`config.mk`:
```
export PLATFORM = sky130hd
export DESIGN_NAME = ctab_regs
export DESIGN_NICKNAME = d
export VERILOG_FILES = /design/src/hw/ctab_pkg.sv /design/src/hw/ctab_regs.sv
export SDC_FILE = /design/constraint.sdc
export NUM_CORES = 1
export LEC_CHECK = 0
export ABC_CLOCK_PERIOD_IN_PS = 1200
export BUFFER_PORTS_ARGS = -buffer_cell sky130_fd_sc_hd__buf_4
export CORE_ASPECT_RATIO = 0.6
export CORE_MARGIN = 10
export CORE_UTILIZATION = 33
export CTS_CLUSTER_SIZE = 12
export DETAILED_ROUTE_END_ITERATION = 6
export PLACE_DENSITY = 0.75
export SYNTH_ARGS = -nofsm -noshare
export SYNTH_HDL_FRONTEND = slang
export SYNTH_SLANG_ARGS = --single-unit
```
`constraint.sdc`:
```
create_clock -name clk_i -period 1.2 [get_ports clk_i]
set_input_delay 0.18 -clock clk_i [delete_from_list [all_inputs] [get_ports clk_i]]
set_output_delay 0.18 -clock clk_i [all_outputs]
set_load 0.02 [all_outputs]
```
`src/hw/ctab_pkg.sv`:
```
// package: register map and constants for the transmit-abort / bus-off control slice
package ctab_pkg;
    localparam int          CTAB_AW          = 8;       // wishbone byte address width
    localparam int          CTAB_DW          = 32;      // wishbone data width
    localparam int          CTAB_NBUF        = 3;       // transmit buffers
    localparam logic [7:0]  CTAB_OFS_TIER    = 8'h04;   // tx empty irq enable
    localparam logic [7:0]  CTAB_OFS_TARQ    = 8'h08;   // tx abort request
    localparam logic [7:0]  CTAB_OFS_TEST    = 8'h0C;   // factory test, reads zero
    localparam logic [7:0]  CTAB_OFS_MISC    = 8'h10;   // misc bus-off hold
    localparam logic [7:0]  CTAB_OFS_STAT    = 8'h14;   // irq request / bus-off status
    localparam logic [2:0]  CTAB_RST_BUF     = 3'h0;    // reset of per-buffer registers
    localparam logic [31:0] CTAB_RD_ZERO     = 32'h0;   // read value of zero words
    localparam int          CTAB_HOLD_BIT    = 0;       // bus-off hold flag position
    localparam int          CTAB_STAT_BO_BIT = 3;       // bus-off bit in status word
    localparam int          CTAB_ST_RDY_BIT  = 4;       // hold cleared (recovery may go)
endpackage

```
`src/hw/ctab_regs.sv`:
```
// file: register slice for transmit irq enables, abort requests and bus-off hold
// Overview of operation
// - tx irq enables reset, write-locked during init
// - enabled buffer empty event raises irq request
// - disabled buffer empty event gives no request
// - abort request register at 0x0008, bits 2-0
// - abort requests reset, write-locked during init
// - factory test register reads zero, ignores writes
// - bus-off with recovery select sets hold flag
// - hold flag clears on write one only
// - clearing hold flag requests bus-off recovery
//
// Decided for this implementation: register access over Wishbone.
`timescale 1ns/100ps
module ctab_regs
    import ctab_pkg::*;
(
    input  wire logic                        clk_i,          // bus clock 250 MHz
    input  wire logic                        rst_i,          // sync reset, active high
    input  wire logic                        ce_i,           // clock enable, freezes state
    input  wire logic                        wb_cyc_i,       // wishbone cycle
    input  wire logic                        wb_stb_i,       // wishbone strobe
    input  wire logic                        wb_we_i,        // wishbone write
    input  wire logic [ctab_pkg::CTAB_AW-1:0] wb_adr_i,      // byte address
    input  wire logic [3:0]                  wb_sel_i,       // byte selects
    input  wire logic [ctab_pkg::CTAB_DW-1:0] wb_dat_i,      // write data
    output logic      [ctab_pkg::CTAB_DW-1:0] wb_dat_o,      // read data
    output logic                             wb_ack_o,       // acknowledge
    input  wire logic                        init_mode_request_i,     // init request
    input  wire logic                        init_mode_acknowledge_i, // init acknowledge
    input  wire logic                        busoff_recovery_select_i, // user recovery
    input  wire logic                        busoff_enter_i,  // pulse: entering bus-off
    input  wire logic [2:0]                  tx_empty_event_i, // pulse per buffer empty
    input  wire logic [2:0]                  tx_sent_i,      // pulse per buffer done/aborted
    output logic      [2:0]                  tx_irq_req_o,   // per-buffer irq request
    output logic      [2:0]                  abort_request_bit_o, // abort request per buffer
    output logic                             busoff_hold_o,  // stay bus-off while high
    output logic                             recovery_req_o  // pulse: start recovery
);
    import ctab_pkg::*;

    logic [2:0] tx_buffer_empty_irq_en_reg, tx_buffer_empty_irq_en_next; // enables
    logic [2:0] abort_reg, abort_next;           // abort requests
    logic       busoff_hold_flag_reg, busoff_hold_flag_next; // hold flag
    logic       recov_reg, recov_next;           // recovery pulse
    logic [2:0] irq_reg, irq_next;               // registered irq requests
    logic       ack_reg, ack_next;               // ack flop
    logic [CTAB_DW-1:0] rdat_reg, rdat_next;     // read data flop
    logic       in_init;                         // init mode active
    logic       no_init;                         // both init signals low
    logic       req;                             // new bus request
    logic       wr_lane0;                        // write touching low byte

    assign in_init  = init_mode_request_i && init_mode_acknowledge_i;
    assign no_init  = !init_mode_request_i && !init_mode_acknowledge_i;
    // single-cycle ack, dropped the cycle after it was given
    assign req      = wb_cyc_i && wb_stb_i && !ack_reg;
    assign wr_lane0 = req && wb_we_i && wb_sel_i[0];

    // next-state for bus answer and registers
    always_comb begin
        tx_buffer_empty_irq_en_next = tx_buffer_empty_irq_en_reg;
        abort_next                  = abort_reg;
        busoff_hold_flag_next       = busoff_hold_flag_reg;
        recov_next                  = 1'b0;
        ack_next                    = req;
        rdat_next                   = rdat_reg;
        // sent buffer drops only its own request
        abort_next = abort_next & ~tx_sent_i;
        // writes to mapped registers
        if (wr_lane0 && wb_adr_i == CTAB_OFS_TIER) begin
            if (no_init) begin
                tx_buffer_empty_irq_en_next = wb_dat_i[2:0];
            end
        end else if (wr_lane0 && wb_adr_i == CTAB_OFS_TARQ) begin
            if (no_init) begin
                // set per buffer; clear comes from the sent event
                abort_next = abort_next | wb_dat_i[2:0];
            end
        end else if (wr_lane0 && wb_adr_i == CTAB_OFS_MISC) begin
            if (wb_dat_i[CTAB_HOLD_BIT]) begin
                busoff_hold_flag_next = 1'b0;
                // clearing a set flag starts recovery
                recov_next = busoff_hold_flag_reg;
            end
        end
        // test register writes fall through with no effect
        // entering bus-off with recovery select sets hold; set beats clear
        if (busoff_enter_i && busoff_recovery_select_i) begin
            busoff_hold_flag_next = 1'b1;
            recov_next            = 1'b0;
        end
        // held at reset value during init
        if (in_init) begin
            tx_buffer_empty_irq_en_next = CTAB_RST_BUF;
            abort_next                  = CTAB_RST_BUF;
        end
        // read mux, address decode by if chain
        if (req && !wb_we_i) begin
            if (wb_adr_i == CTAB_OFS_TIER) begin
                rdat_next = {29'h0, tx_buffer_empty_irq_en_reg};
            end else if (wb_adr_i == CTAB_OFS_TARQ) begin
                rdat_next = {29'h0, abort_reg};
            end else if (wb_adr_i == CTAB_OFS_TEST) begin
                rdat_next = CTAB_RD_ZERO;
            end else if (wb_adr_i == CTAB_OFS_MISC) begin
                rdat_next = {31'h0, busoff_hold_flag_reg};
            end else if (wb_adr_i == CTAB_OFS_STAT) begin
                rdat_next = {27'h0, !busoff_hold_flag_reg, busoff_hold_flag_reg, irq_reg};
            end else begin
                // unmapped: acked, reads zero
                rdat_next = CTAB_RD_ZERO;
            end
        end
    end

    // per-buffer irq request generation
    for (genvar b = 0; b < CTAB_NBUF; b++) begin : g_irq
        always_comb begin
            irq_next[b] = tx_empty_event_i[b] && tx_buffer_empty_irq_en_reg[b] && !in_init;
        end
    end

    // register stage
    always_ff @(posedge clk_i) begin
        if (rst_i) begin
            tx_buffer_empty_irq_en_reg <= CTAB_RST_BUF;
            abort_reg                  <= CTAB_RST_BUF;
            busoff_hold_flag_reg       <= 1'b0;
            recov_reg                  <= 1'b0;
            irq_reg                    <= CTAB_RST_BUF;
            ack_reg                    <= 1'b0;
            rdat_reg                   <= CTAB_RD_ZERO;
        end else if (ce_i) begin
            tx_buffer_empty_irq_en_reg <= tx_buffer_empty_irq_en_next;
            abort_reg                  <= abort_next;
            busoff_hold_flag_reg       <= busoff_hold_flag_next;
            recov_reg                  <= recov_next;
            irq_reg                    <= irq_next;
            ack_reg                    <= ack_next;
            rdat_reg                   <= rdat_next;
        end
    end

    assign wb_ack_o            = ack_reg;
    assign wb_dat_o            = rdat_reg;
    assign tx_irq_req_o        = irq_reg;
    assign abort_request_bit_o = abort_reg;
    // block stays bus-off while hold is set
    assign busoff_hold_o       = busoff_hold_flag_reg;
    assign recovery_req_o      = recov_reg;

    // checks: each one is named after the rule it guards
    // all are clocked by the bus clock and quiet while reset is applied
    // most carry ce_i in the antecedent since a frozen cycle keeps state

    a_init_holds_enable: assert property (@(posedge clk_i) disable iff (rst_i)
        ce_i && in_init |=> tx_buffer_empty_irq_en_reg == CTAB_RST_BUF)
        else $error("irq enable not held during init");

    a_enable_write_lock: assert property (@(posedge clk_i) disable iff (rst_i)
        ce_i && wr_lane0 && wb_adr_i == CTAB_OFS_TIER && !no_init && !in_init
        |=> $stable(tx_buffer_empty_irq_en_reg))
        else $error("irq enable written outside normal mode");

    a_init_holds_abort: assert property (@(posedge clk_i) disable iff (rst_i)
        ce_i && in_init |=> abort_reg == CTAB_RST_BUF)
        else $error("abort request not held during init");

    a_abort_write_lock: assert property (@(posedge clk_i) disable iff (rst_i)
        ce_i && !in_init && !no_init && tx_sent_i == 3'h0 |=> $stable(abort_reg))
        else $error("abort request changed outside normal mode");

    a_irq_when_enabled: assert property (@(posedge clk_i) disable iff (rst_i)
        ce_i && tx_empty_event_i[0] && tx_buffer_empty_irq_en_reg[0] && !in_init
        |=> tx_irq_req_o[0])
        else $error("enabled empty event gave no irq");

    a_irq_en_one: assert property (@(posedge clk_i) disable iff (rst_i)
        ce_i && tx_empty_event_i[1] && tx_buffer_empty_irq_en_reg[1] && !in_init
        |=> tx_irq_req_o[1])
        else $error("enabled empty event gave no irq");

    a_irq_en_two: assert property (@(posedge clk_i) disable iff (rst_i)
        ce_i && tx_empty_event_i[2] && tx_buffer_empty_irq_en_reg[2] && !in_init
        |=> tx_irq_req_o[2])
        else $error("enabled empty event gave no irq");

    a_irq_none_init: assert property (@(posedge clk_i) disable iff (rst_i)
        ce_i && in_init |=> tx_irq_req_o == 3'h0)
        else $error("irq raised during init");

    a_irq_needs_event: assert property (@(posedge clk_i) disable iff (rst_i)
        ce_i && tx_empty_event_i == 3'h0 |=> tx_irq_req_o == 3'h0)
        else $error("irq raised without empty event");

    a_irq_blocked_off: assert property (@(posedge clk_i) disable iff (rst_i)
        ce_i && !tx_buffer_empty_irq_en_reg[1] |=> !tx_irq_req_o[1])
        else $error("irq raised while disabled");

    a_irq_off_zero: assert property (@(posedge clk_i) disable iff (rst_i)
        ce_i && !tx_buffer_empty_irq_en_reg[0] |=> !tx_irq_req_o[0])
        else $error("irq raised while disabled");

    a_irq_off_two: assert property (@(posedge clk_i) disable iff (rst_i)
        ce_i && !tx_buffer_empty_irq_en_reg[2] |=> !tx_irq_req_o[2])
        else $error("irq raised while disabled");

    a_abort_write_sets: assert property (@(posedge clk_i) disable iff (rst_i)
        ce_i && wr_lane0 && wb_adr_i == CTAB_OFS_TARQ && no_init && wb_dat_i[2]
        && !tx_sent_i[2] |=> abort_reg[2])
        else $error("abort write did not set bit");

    a_abort_zero_keeps: assert property (@(posedge clk_i) disable iff (rst_i)
        ce_i && abort_reg[0] && !tx_sent_i[0] && !in_init |=> abort_reg[0])
        else $error("abort request dropped without sent event");

    a_test_reads_zero: assert property (@(posedge clk_i) disable iff (rst_i)
        ce_i && req && !wb_we_i && wb_adr_i == CTAB_OFS_TEST
        |=> wb_ack_o && wb_dat_o == CTAB_RD_ZERO)
        else $error("test register read not zero");

    a_test_write_inert: assert property (@(posedge clk_i) disable iff (rst_i)
        ce_i && wr_lane0 && wb_adr_i == CTAB_OFS_TEST && !in_init && tx_sent_i == 3'h0
        && !busoff_enter_i |=> $stable(tx_buffer_empty_irq_en_reg) && $stable(abort_reg)
        && $stable(busoff_hold_flag_reg))
        else $error("test register write changed state");

    a_busoff_sets_hold: assert property (@(posedge clk_i) disable iff (rst_i)
        ce_i && busoff_enter_i && busoff_recovery_select_i |=> busoff_hold_o)
        else $error("hold flag not set on bus-off");

    a_hold_no_select: assert property (@(posedge clk_i) disable iff (rst_i)
        ce_i && !busoff_hold_o && !(busoff_enter_i && busoff_recovery_select_i)
        |=> !busoff_hold_o)
        else $error("hold flag set without selected bus-off");

    a_freeze_hold: assert property (@(posedge clk_i) disable iff (rst_i)
        !ce_i |=> $stable(busoff_hold_o) && $stable(abort_reg))
        else $error("state moved while clock enable low");

    a_hold_ignore_zero: assert property (@(posedge clk_i) disable iff (rst_i)
        ce_i && busoff_hold_o && !(wr_lane0 && wb_adr_i == CTAB_OFS_MISC && wb_dat_i[0])
        |=> busoff_hold_o)
        else $error("hold flag cleared without write one");

    a_read_acked: assert property (@(posedge clk_i) disable iff (rst_i)
        ce_i && req |=> wb_ack_o)
        else $error("bus request not acknowledged");

    a_ack_one_cycle: assert property (@(posedge clk_i) disable iff (rst_i)
        ce_i && wb_ack_o |=> !wb_ack_o)
        else $error("ack held longer than one cycle");

    a_hold_clear_one: assert property (@(posedge clk_i) disable iff (rst_i)
        ce_i && busoff_hold_o && wr_lane0 && wb_adr_i == CTAB_OFS_MISC && wb_dat_i[0]
        && !busoff_enter_i |=> !busoff_hold_o && recovery_req_o)
        else $error("hold clear did not request recovery");

    a_recov_needs_clear: assert property (@(posedge clk_i) disable iff (rst_i)
        ce_i && !(busoff_hold_o && wr_lane0 && wb_adr_i == CTAB_OFS_MISC && wb_dat_i[0])
        |=> !recovery_req_o)
        else $error("recovery requested without a clear");

    a_recov_one_cycle: assert property (@(posedge clk_i) disable iff (rst_i)
        ce_i && recovery_req_o |=> !recovery_req_o)
        else $error("recovery request longer than one cycle");

    a_abort_own_buffer: assert property (@(posedge clk_i) disable iff (rst_i)
        ce_i && tx_sent_i[0] && abort_reg[1] && !in_init |=> abort_reg[1])
        else $error("sent event cleared another buffer");

    a_abort_own_two: assert property (@(posedge clk_i) disable iff (rst_i)
        ce_i && tx_sent_i[1] && abort_reg[2] && !in_init |=> abort_reg[2])
        else $error("sent event cleared another buffer");

    a_abort_sent_clears: assert property (@(posedge clk_i) disable iff (rst_i)
        ce_i && tx_sent_i[1] && !(wr_lane0 && wb_adr_i == CTAB_OFS_TARQ)
        |=> !abort_reg[1])
        else $error("sent event left its abort request");

    // the bus ack and the read word are the only answers software sees;
    // irq, hold and recovery outputs go to the rest of the controller
endmodule
```
; ---- Word-level counts from Yosys, hierarchy flattened
; Index checks and enable logic that the tools add are counted.
; Widths: inputs -> output; s select.
[op_classes]
n_addsub = 0
mul = 0
div_mod_pow = 0
order_cmp = 0
n_eq_ne = 7
shift = 0
mux = 22
bitwise = 3
reduce_logical = 30
[op_table]
columns = op, count
row1 = $mux 5, 5
row2 = $mux 3, 7
row3 = $logic_and 1x1->1, 17
row4 = $eq 8x4->1 const B, 2
row5 = $eq 8x5->1 const B, 2
row6 = $mux 1, 10
row7 = $eq 8x3->1 const B, 1
row8 = $reduce_bool 2->1, 4
row9 = $logic_not 1->1, 6
row10 = $reduce_and 5->1, 1
row11 = $ne 2x1->1 const B, 2
row12 = $and 3x3->3, 1
row13 = $not 3->3, 1
row14 = $or 3x3->3, 1
row15 = $reduce_and 3->1, 1
row16 = $reduce_and 2->1, 1
[word_totals]
register_bits = 44
latch_bits = 0
ram_bits = 0
rom_bits = 0
in_bits = 60
n_memories = 0

; ---- Logic depth before layout (Yosys ltp)
; Gate-level depths: netlist of the first run.
[logic_depth]
ltp_word = 9
mapped_depth = 6
depth_no_buf = 6

; ---- Worst setup path after synthesis of the first run
; OpenSTA, ideal clock, no wires.
[synth_timing]
path_type = reg-to-reg
start = reg ack_reg (netlist: wb_ack_o)
end = reg tx_buffer_empty_irq_en_reg[0]
setup_time_ns = 0.121
t_arrival_ns = 1.180
required_time_ns = 1.079
slack_ns = -0.102
path_stages_with_launch = 5
period_less_slack_ns = 1.302
path_cell_list = dfxtp_1 nand4b_4 nor4_4 nand2_1 mux2i_1
[synth_between]
elab_chain_len = 7
[synth_rtl]
columns = element, line
row1 = start: declaration, ctab_regs.sv:47  ; logic ack_reg, ack_next;
row2 = start signal: assignment, ctab_regs.sv:140  ; ack_reg <= ack_next;
row3 = $logic_not 1->1, ctab_regs.sv:57  ; assign req = wb_cyc_i && wb_stb_i && !ack_reg;
row4 = $logic_and 1x1->1, ctab_regs.sv:57
row5 = $logic_and 1x1->1 (2 in a row), ctab_regs.sv:58  ; assign wr_lane0 = req && wb_we_i && wb_sel_i[0];
row6 = $logic_and 1x1->1, ctab_regs.sv:71  ; if (wr_lane0 && wb_adr_i == CTAB_OFS_TIER) begin
row7 = $reduce_bool 2->1 (no source line), -
row8 = $reduce_and 3->1 (no source line), -
row9 = end signal: assignment, ctab_regs.sv:135  ; tx_buffer_empty_irq_en_reg <= tx_buffer_empty_irq_en_next;
row10 = end: declaration, ctab_regs.sv:42  ; logic [2:0] tx_buffer_empty_irq_en_reg, tx_buffer_empty_irq_en_next;
; No other way between the ends.
; A chain may end at the register's enable or synchronous reset.

; ---- Final worst setup path of the first run
[layout_timing]
start = reg ack_reg (netlist: wb_ack_o)
end = reg busoff_hold_flag_reg (netlist: busoff_hold_o)
[layout_between]
elab_chain_len = 7
[layout_rtl]
columns = element, line
row1 = $logic_not 1->1 (*), ctab_regs.sv:57
row2 = $logic_and 1x1->1 (*), ctab_regs.sv:57
row3 = $logic_and 1x1->1 (*) (2 in a row), ctab_regs.sv:58
row4 = $logic_and 1x1->1 (on tied branches), "ctab_regs.sv:75, ctab_regs.sv:71, ctab_regs.sv:80"
row5 = $ne 2x1->1 (no source line) / $reduce_bool 2->1 (equally long branches), -
row6 = $reduce_and 5->1 (no source line) (*), -
row7 = end signal: assignment, ctab_regs.sv:137  ; busoff_hold_flag_reg <= busoff_hold_flag_next;
row8 = end: declaration, ctab_regs.sv:44  ; logic busoff_hold_flag_reg, busoff_hold_flag_next;
; Every way passes the cells marked *; elsewhere a longest branch is shown, timed or not.

==> impl_results.md, run 1 <==
- Status: finished, violations left
- Failing checks: setup timing
- GR Layer Usage met1: 0.135
- Final-report hold violation count: 0
- Sink count of the clock tree: 17
- Clk_lat worst skew: 250 ps
- Cell at the root of the clock tree: clkbuf_8
- Crit path setup slack, layout: -57.2 ps
- Max frequency: 0.795 GHz
- Final weighted congestion in routability-driven placement: 0.817
- Setup slack at placement: -329 ps
- Sequential cell area fraction in the yosys report: 0.304
- Worst min-delay path category: in -> reg
- Critical path endpoint category: flip-flop
- Grt total ovfl: 0
- Routed Wire Length: 3450 µm
- Setup Total Neg Slack: -322 ps
- GRT Total Usage: 0.109
- Layout Skew: 2.45 ps
- Area overhead of the layout relative to synthesis: 36.0%
- Syn avg cell area: 8.29 µm²
- Final setup fails: 8
- Net switching power: 374 µW
- Routing usage on met3: 0.0510
- Number of core rows: 16
- Top-Level Pins: 101
- Capture instance of the worst register-to-register path: busoff_hold_o
- Number of warnings printed during yosys synthesis: 0
- Most used flip-flop cell after synthesis: dfxtp_1
- Total power after layout: 1290 µW
- Worst-case reg-to-reg path depth: 4
- Most used routing layer: met2
- Residual DRC: 0
- PortBufs: 41
- Seq pwr share: 0.440
- Via-per-instance ratio: 4.54
- Diode insertion count for antenna repair: 0
- Share of the synthesized area in the top cell type: 0.304
- Setup crit start: wb_ack_o
- Fraction of final layout cells sized beyond drive strength 1: 0.344
- CTS tree: built
- Setup repair after global routing missed its margin: yes
- Mapped Cells: 135
- Portion of total power attributed to the clock network: 0.335
- Internal power contribution: 919 µW
- Total leakage power: 0.000716 µW
- Die width: 95.2 µm
- Post-synthesis async set-or-reset flop share: 0
- Die outline area: 6200 µm²
- Fill cell count: 335
- Post-route minimum period: 1260 ps
- Period Utilization, post-route: 1.05
- Num CTS Buffers: 3
- Maximum vdd ir drop: 0.000391 V
- Largest net degree at the start of global routing: 18
- Clock input transition at the sequential cells of the worst setup and hold paths: 70 ps
- Placement Cell Area: 1440 µm²
- Die Y: 65.1 µm
- Antenna violation net count after detailed routing: 0
- Endpoint required time on the critical path: 1350 ps
- Largest stage delay on the critical path: 320 ps
- DRT Pass-1 Iters: 5
- Number of gates on the worst path with buffers counted: 4
- Vias in the first global route: 1058
- Largest fanout on the critical path: 4
- Max H-tree Level: 1
- Final Cell Area: 1520 µm²
- List of cells traversed by the critical path: nand4b_4 > nor4_4 > nand3b_1 > o21a_1
- Flip-flop and latch area: 342 µm²
- DRT iter0 DRCs: 60
- Number of enable-type register cells in the synthesized netlist: 0
- Max cap viols: 0
- Via total after detailed routing: 1063
- Antenna violations before repair: 0
- Leading cell type by number of instances after synthesis: buf_4
- HPWL Detailed: 2840 µm
- Leading cell types by total area after synthesis: dfxtp_1 (30%), buf_4 (18%), nand2_1 (5.0%), a21oi_1 (4.5%), mux2i_1 (4.5%)
- Synth Register Bits: 17
- Core box area: 3260 µm²
- Timing endpoint of the critical path: busoff_hold_o
- Switching share of power: 0.289
- Critical register-to-register path startpoint: wb_ack_o
- Wire length per cell: 14.7 µm
- Maximum number of buffers from clock root to sink: 2
- Flop2flop setup slack: -60 ps
- Cell type group with the largest total delay on the critical path: simple AND/OR/NAND/NOR gates
- Slowest-stage cell, CP: dfxtp_2
- Power density over the cells: 849 nW/µm²
- Crit path launch type: flip-flop
- Initial cell density of the core: 0.343
- CP bufs+invs: 0
- Area used by multi-input combinational logic: 659 µm²
- Distinct cell type count of the synthesized netlist: 32
- Number of pins with negative max-slew slack in the final report: 0
- Final Net Count: 252
- Top post-synthesis cells by count: buf_4 (27), dfxtp_1 (17), nand2_1 (15)
- Share of total power in combinational logic: 0.225
- Post-synthesis instance area: 1120 µm²
- Cell type with the largest total area after synthesis: dfxtp_1
- Arrival time worst endpoint: 1410 ps
- Crit path kind: reg -> reg
- Wire length of the first global-routing pass: 5440 µm
- GR Util met2: 0.175
- Flip-flop count of the largest register, all copies and words added: 5
==> through the flow <==
| stage | hold slack [ps] | instances | util |
|---|---|---|---|
| floorplan | 344 | 161 | - |
| global placement | 446 | 227 | 0.442 |
| detailed placement | 449 | 227 | 0.442 |
| CTS | 212 | 233 | 0.464 |
| global route | 220 | 234 | 0.467 |
| finish | 212 | 234 | 0.467 |
==> kinds of logic after synthesis <==
family                     share of synthesized area
adders and majority gates                     0.0223
muxes                                         0.0447
AOI/OAI and AO/OA                              0.126
DFF                                            0.304
buffers and inverters                          0.206
and+or+nand+nor                                0.294
other                                        0.00335
==> worst min-delay path by stage <==
stage                         from                       endpoint  slack [ps]  cells after the start
2_1_floorplan          wb_dat_i[0]  tx_buffer_empty_irq_en_reg[0]         340                      2
3_3_place_gp           wb_dat_o[0]                    wb_dat_o[0]         450                      2
3_5_place_dp           wb_dat_o[4]                    wb_dat_o[4]         450                      2
4_1_cts        tx_empty_event_i[0]                tx_irq_req_o[0]         210                      3
5_1_grt                      rst_i                       wb_ack_o         220                      2
6_report       tx_empty_event_i[0]                tx_irq_req_o[0]         210                      3
==> power groups by stage <==
stage / clock [µW] / combinational [µW] / sequential [µW]
floorplan: 0 / 214 / 586
global placement: 0 / 275 / 581
detailed placement: 0 / 278 / 581
CTS: 438 / 283 / 568
global route: 476 / 312 / 569
finish: 433 / 291 / 569
==> tightest hold or removal path: stages <==
cell	delay, ps
buf_4	110
nand4b_1	70
a21oi_1	60
==> cells in the final DEF, fill, tap and decap left out, types with 3 or more instances in the layout <==
| cell type | count |
|---|---|
| nor2_1 | 5 |
| o21ai_0 | 3 |
| mux2i_1 | 5 |
| nand4_1 | 3 |
| nand4b_1 | 3 |
| dfxtp_1 | 16 |
| nand2_1 | 14 |
| buf_4 | 54 |
| inv_1 | 4 |
| nand2b_1 | 7 |
| nand3b_1 | 6 |
| a21oi_1 | 10 |
| conb_1 | 27 |
| clkbuf_8 | 3 |
| nand3_1 | 3 |
==> layer usage <==
metal,vias to the layer above,share of wire
li1,527,-
met1,486,0.42
met2,50,0.48
met3,0,0.11
met4,0,0
met5,-,0
==> area by class of cell <==
type | count | area share
inverters | 4 | 0.00986
flip-flops and latches | 17 | 0.224
well taps | 45 | 0.0370
multi-input cells | 110 | 0.433
repair buffers | 54 | 0.266
clock buffers | 4 | 0.0296
==> what timing repair did <==
| action | 4_1_cts | 5_1_grt |
|---|---|---|
| hold buffers | 0 | 0 |
| hold endpoints to repair | 0 | 0 |
| resized for setup | 2 | 2 |
| setup buffers | 2 | 1 |
| endpoints found under the setup margin | 7 | 13 |
| pin swaps | 0 | 1 |
(Power assumes the default switching activity.)
==> run 2: changes to the inputs <==
Settings changed: CORE_UTILIZATION 33 to 35, CTS_BUF_LIST set to sky130_fd_sc_hd__clkbuf_2 sky130_fd_sc_hd__clkbuf_4 sky130_fd_sc_hd__clkbuf_8, PLACE_DENSITY 0.75 to 0.79.
==> impl_results.md, run 2 (synthesis gave the netlist of run 1 again) <==
- Clock input transition at the sequential cells of the worst setup and hold paths: 70 ps (about the same)
- Cell count after placement: 223 (-1.8%)
- Setup slack at placement: -272 ps (+56.9 ps)
- Hold slack: 199 ps (-13.1 ps)
- Power density over the cells: 865 nW/µm² (+1.9%)
- Clk_lat worst skew: 260 ps (about the same)
- Maximum number of buffers from clock root to sink: 2 (unchanged)
- End-of-flow core utilization: 0.508 (+0.0414)
- Most common cell after layout, fill and taps aside: buf_4
- Final setup fails: 9 (+1)
- Max frequency: 0.782 GHz (-1.7%)
- Crit path setup slack, layout: -78.6 ps (-21.5 ps)
- Period Utilization, post-route: 1.07 (+0.0179)
- Die outline area: 5940 µm² (-4.2%)
- HPWL Detailed: 2790 µm (-1.8%)
- CTS tree: built
- Post-route minimum period: 1280 ps (+21.5 ps)
- Seq pwr share: 0.436 (-0.004)
- Maximum vdd ir drop: 0.000409 V (+4.8%)
- Worst min-delay path category: in -> reg
- Antenna violation net count after detailed routing: 0 (unchanged)
- Number of core rows: 15 (-1)
- Antenna violations before repair: 0 (unchanged)
- Routed Wire Length: 3460 µm (+0.26%)
- Number of standard cells in the layout, taps in and fillers out: 230 (-1.7%)
- Vias in the first global route: 1056 (-0.19%)
- Net switching power: 389 µW (+4.1%)
- Core box area: 2970 µm² (-9.1%)
- Via total after detailed routing: 1018 (-4.2%)
- Crit path kind: reg -> reg
- PortBufs: 41 (unchanged)
- Die Y: 63.8 µm (-2.0%)
- Endpoint required time on the critical path: 1350 ps (about the same)
- DRT iter0 DRCs: 37 (-38%)
- Via-per-instance ratio: 4.43 (-2.6%)
- Arrival time worst endpoint: 1430 ps (+20 ps)
- Residual DRC: 0 (unchanged)
- Diode insertion count for antenna repair: 0 (unchanged)
- Final Net Count: 251 (-0.40%)
- Max H-tree Level: 1 (unchanged)
- GR Util met2: 0.175 (+0.000511)
- Largest fanout on the critical path: 5 (+1)
- Setup repair after global routing missed its margin: yes
- Routing usage on met3: 0.0490 (-0.00207)
- Total leakage power: 0.000698 µW (-2.5%)
- Setup Total Neg Slack: -523 ps (-201 ps)
- Grt total ovfl: 0 (unchanged)
- Hold-fix buffers, CTS: 0 (unchanged)
- Number of pins with negative max-slew slack in the final report: 0 (unchanged)
- Commonest cells after routing, fill and taps aside: buf_4 (53), conb_1 (27), dfxtp_1 (17), nand2_1 (13), a21oi_1 (10)
- Top-Level Pins: 101 (unchanged)
- Crit path launch type: flip-flop
- GR Layer Usage met1: 0.133 (-0.00134)
- GRT Total Usage: 0.111 (+0.00198)
- Fraction of final layout cells sized beyond drive strength 1: 0.340 (-0.00349)
- Final weighted congestion in routability-driven placement: 0.780 (-4.5%)
- Most used routing layer: met2
- Initial cell density of the core: 0.378 (+0.0345)
- Wire length of the first global-routing pass: 5310 µm (-2.5%)
- Fill cell count: 317 (-5.4%)
- Die width: 93.0 µm (-2.3%)
- Critical path endpoint category: flip-flop
- Cell at the root of the clock tree: clkbuf_8
- Failing checks: setup timing
- Largest net degree at the start of global routing: 18 (unchanged)
- Num CTS Buffers: 3 (unchanged)
- Layout Skew: 6.96 ps (+4.50 ps)
- Status: finished, violations left
- Portion of total power attributed to the clock network: 0.340 (+0.005)
- Flip-flop count of the largest register, all copies and words added: 5 (unchanged)
- Final-report hold violation count: 0 (unchanged)
- Switching share of power: 0.299 (+0.00953)
- Internal power contribution: 914 µW (-0.56%)
- Share of total power in combinational logic: 0.223 (-0.002)
- DRT Pass-1 Iters: 4 (-1)
- Sink count of the clock tree: 17 (unchanged)
- Max cap viols: 0 (unchanged)
- Wire length per cell: 15.0 µm (+2.0%)
- Area overhead of the layout relative to synthesis: 34.5%
==> run 2: metrics by stage <==
step | area, µm² | power [µW]
2_1_floorplan | 1220 | 800
6_report | 1510 | 1300
5_1_grt | 1510 | 1370
3_3_place_gp | 1430 | 853
4_1_cts | 1500 | 1300
3_5_place_dp | 1430 | 856
==> run 2: final timing paths <==
kind                       startpoint              end  slack (ps)  cells past startpoint
setup / recovery             wb_ack_o      wb_dat_o[3]         -80                      6
hold / removal    tx_empty_event_i[0]  tx_irq_req_o[0]         200                      3
setup reg to reg             wb_ack_o      wb_dat_o[3]         -80                      6
hold reg to reg           wb_dat_o[4]      wb_dat_o[4]         460                      2
==> run 2: layer usage <==
metal / up-vias / routed length, µm
li1: 523 / -
met1: 456 / 1510
met2: 35 / 1650
met3: 4 / 264
met4: 0 / 30
met5: - / 0
==> run 2: power by group through the flow <==
stage	sequential (µW)	clock [µW]	combinational [µW]
after floorplan	586	0	214
after global placement	581	0	272
after detailed placement	581	0	275
after CTS	569	452	282
after global routing	569	493	311
final	569	443	291
==> run 2: area by class of cell <==
class,count,area [µm²],share of cell area
clock buffer,3,41.3,0.0274
sequential,17,340,0.226
clock inverter,1,5.00,0.00332
inverter,4,15.0,0.00997
timing repair buffer,53,398,0.264
multi-input combinational,110,654,0.434
tap,42,52.6,0.0349
==> run 2: what timing repair did <==
action | CTS | global route
gates resized for setup | 1 | 2
buffers inserted | 2 | 1
endpoints found under the setup margin | 5 | 11
pin swaps | 0 | 2
gates cloned | 0 | 0
==> run 2: critical path, stage by stage (launching register included) <==
cell and delay [ps]:
dfxtp_1 310, nand4b_4 200, buf_4 160, buf_4 120
or2_4 250, nand2_1 80, a21oi_1 50
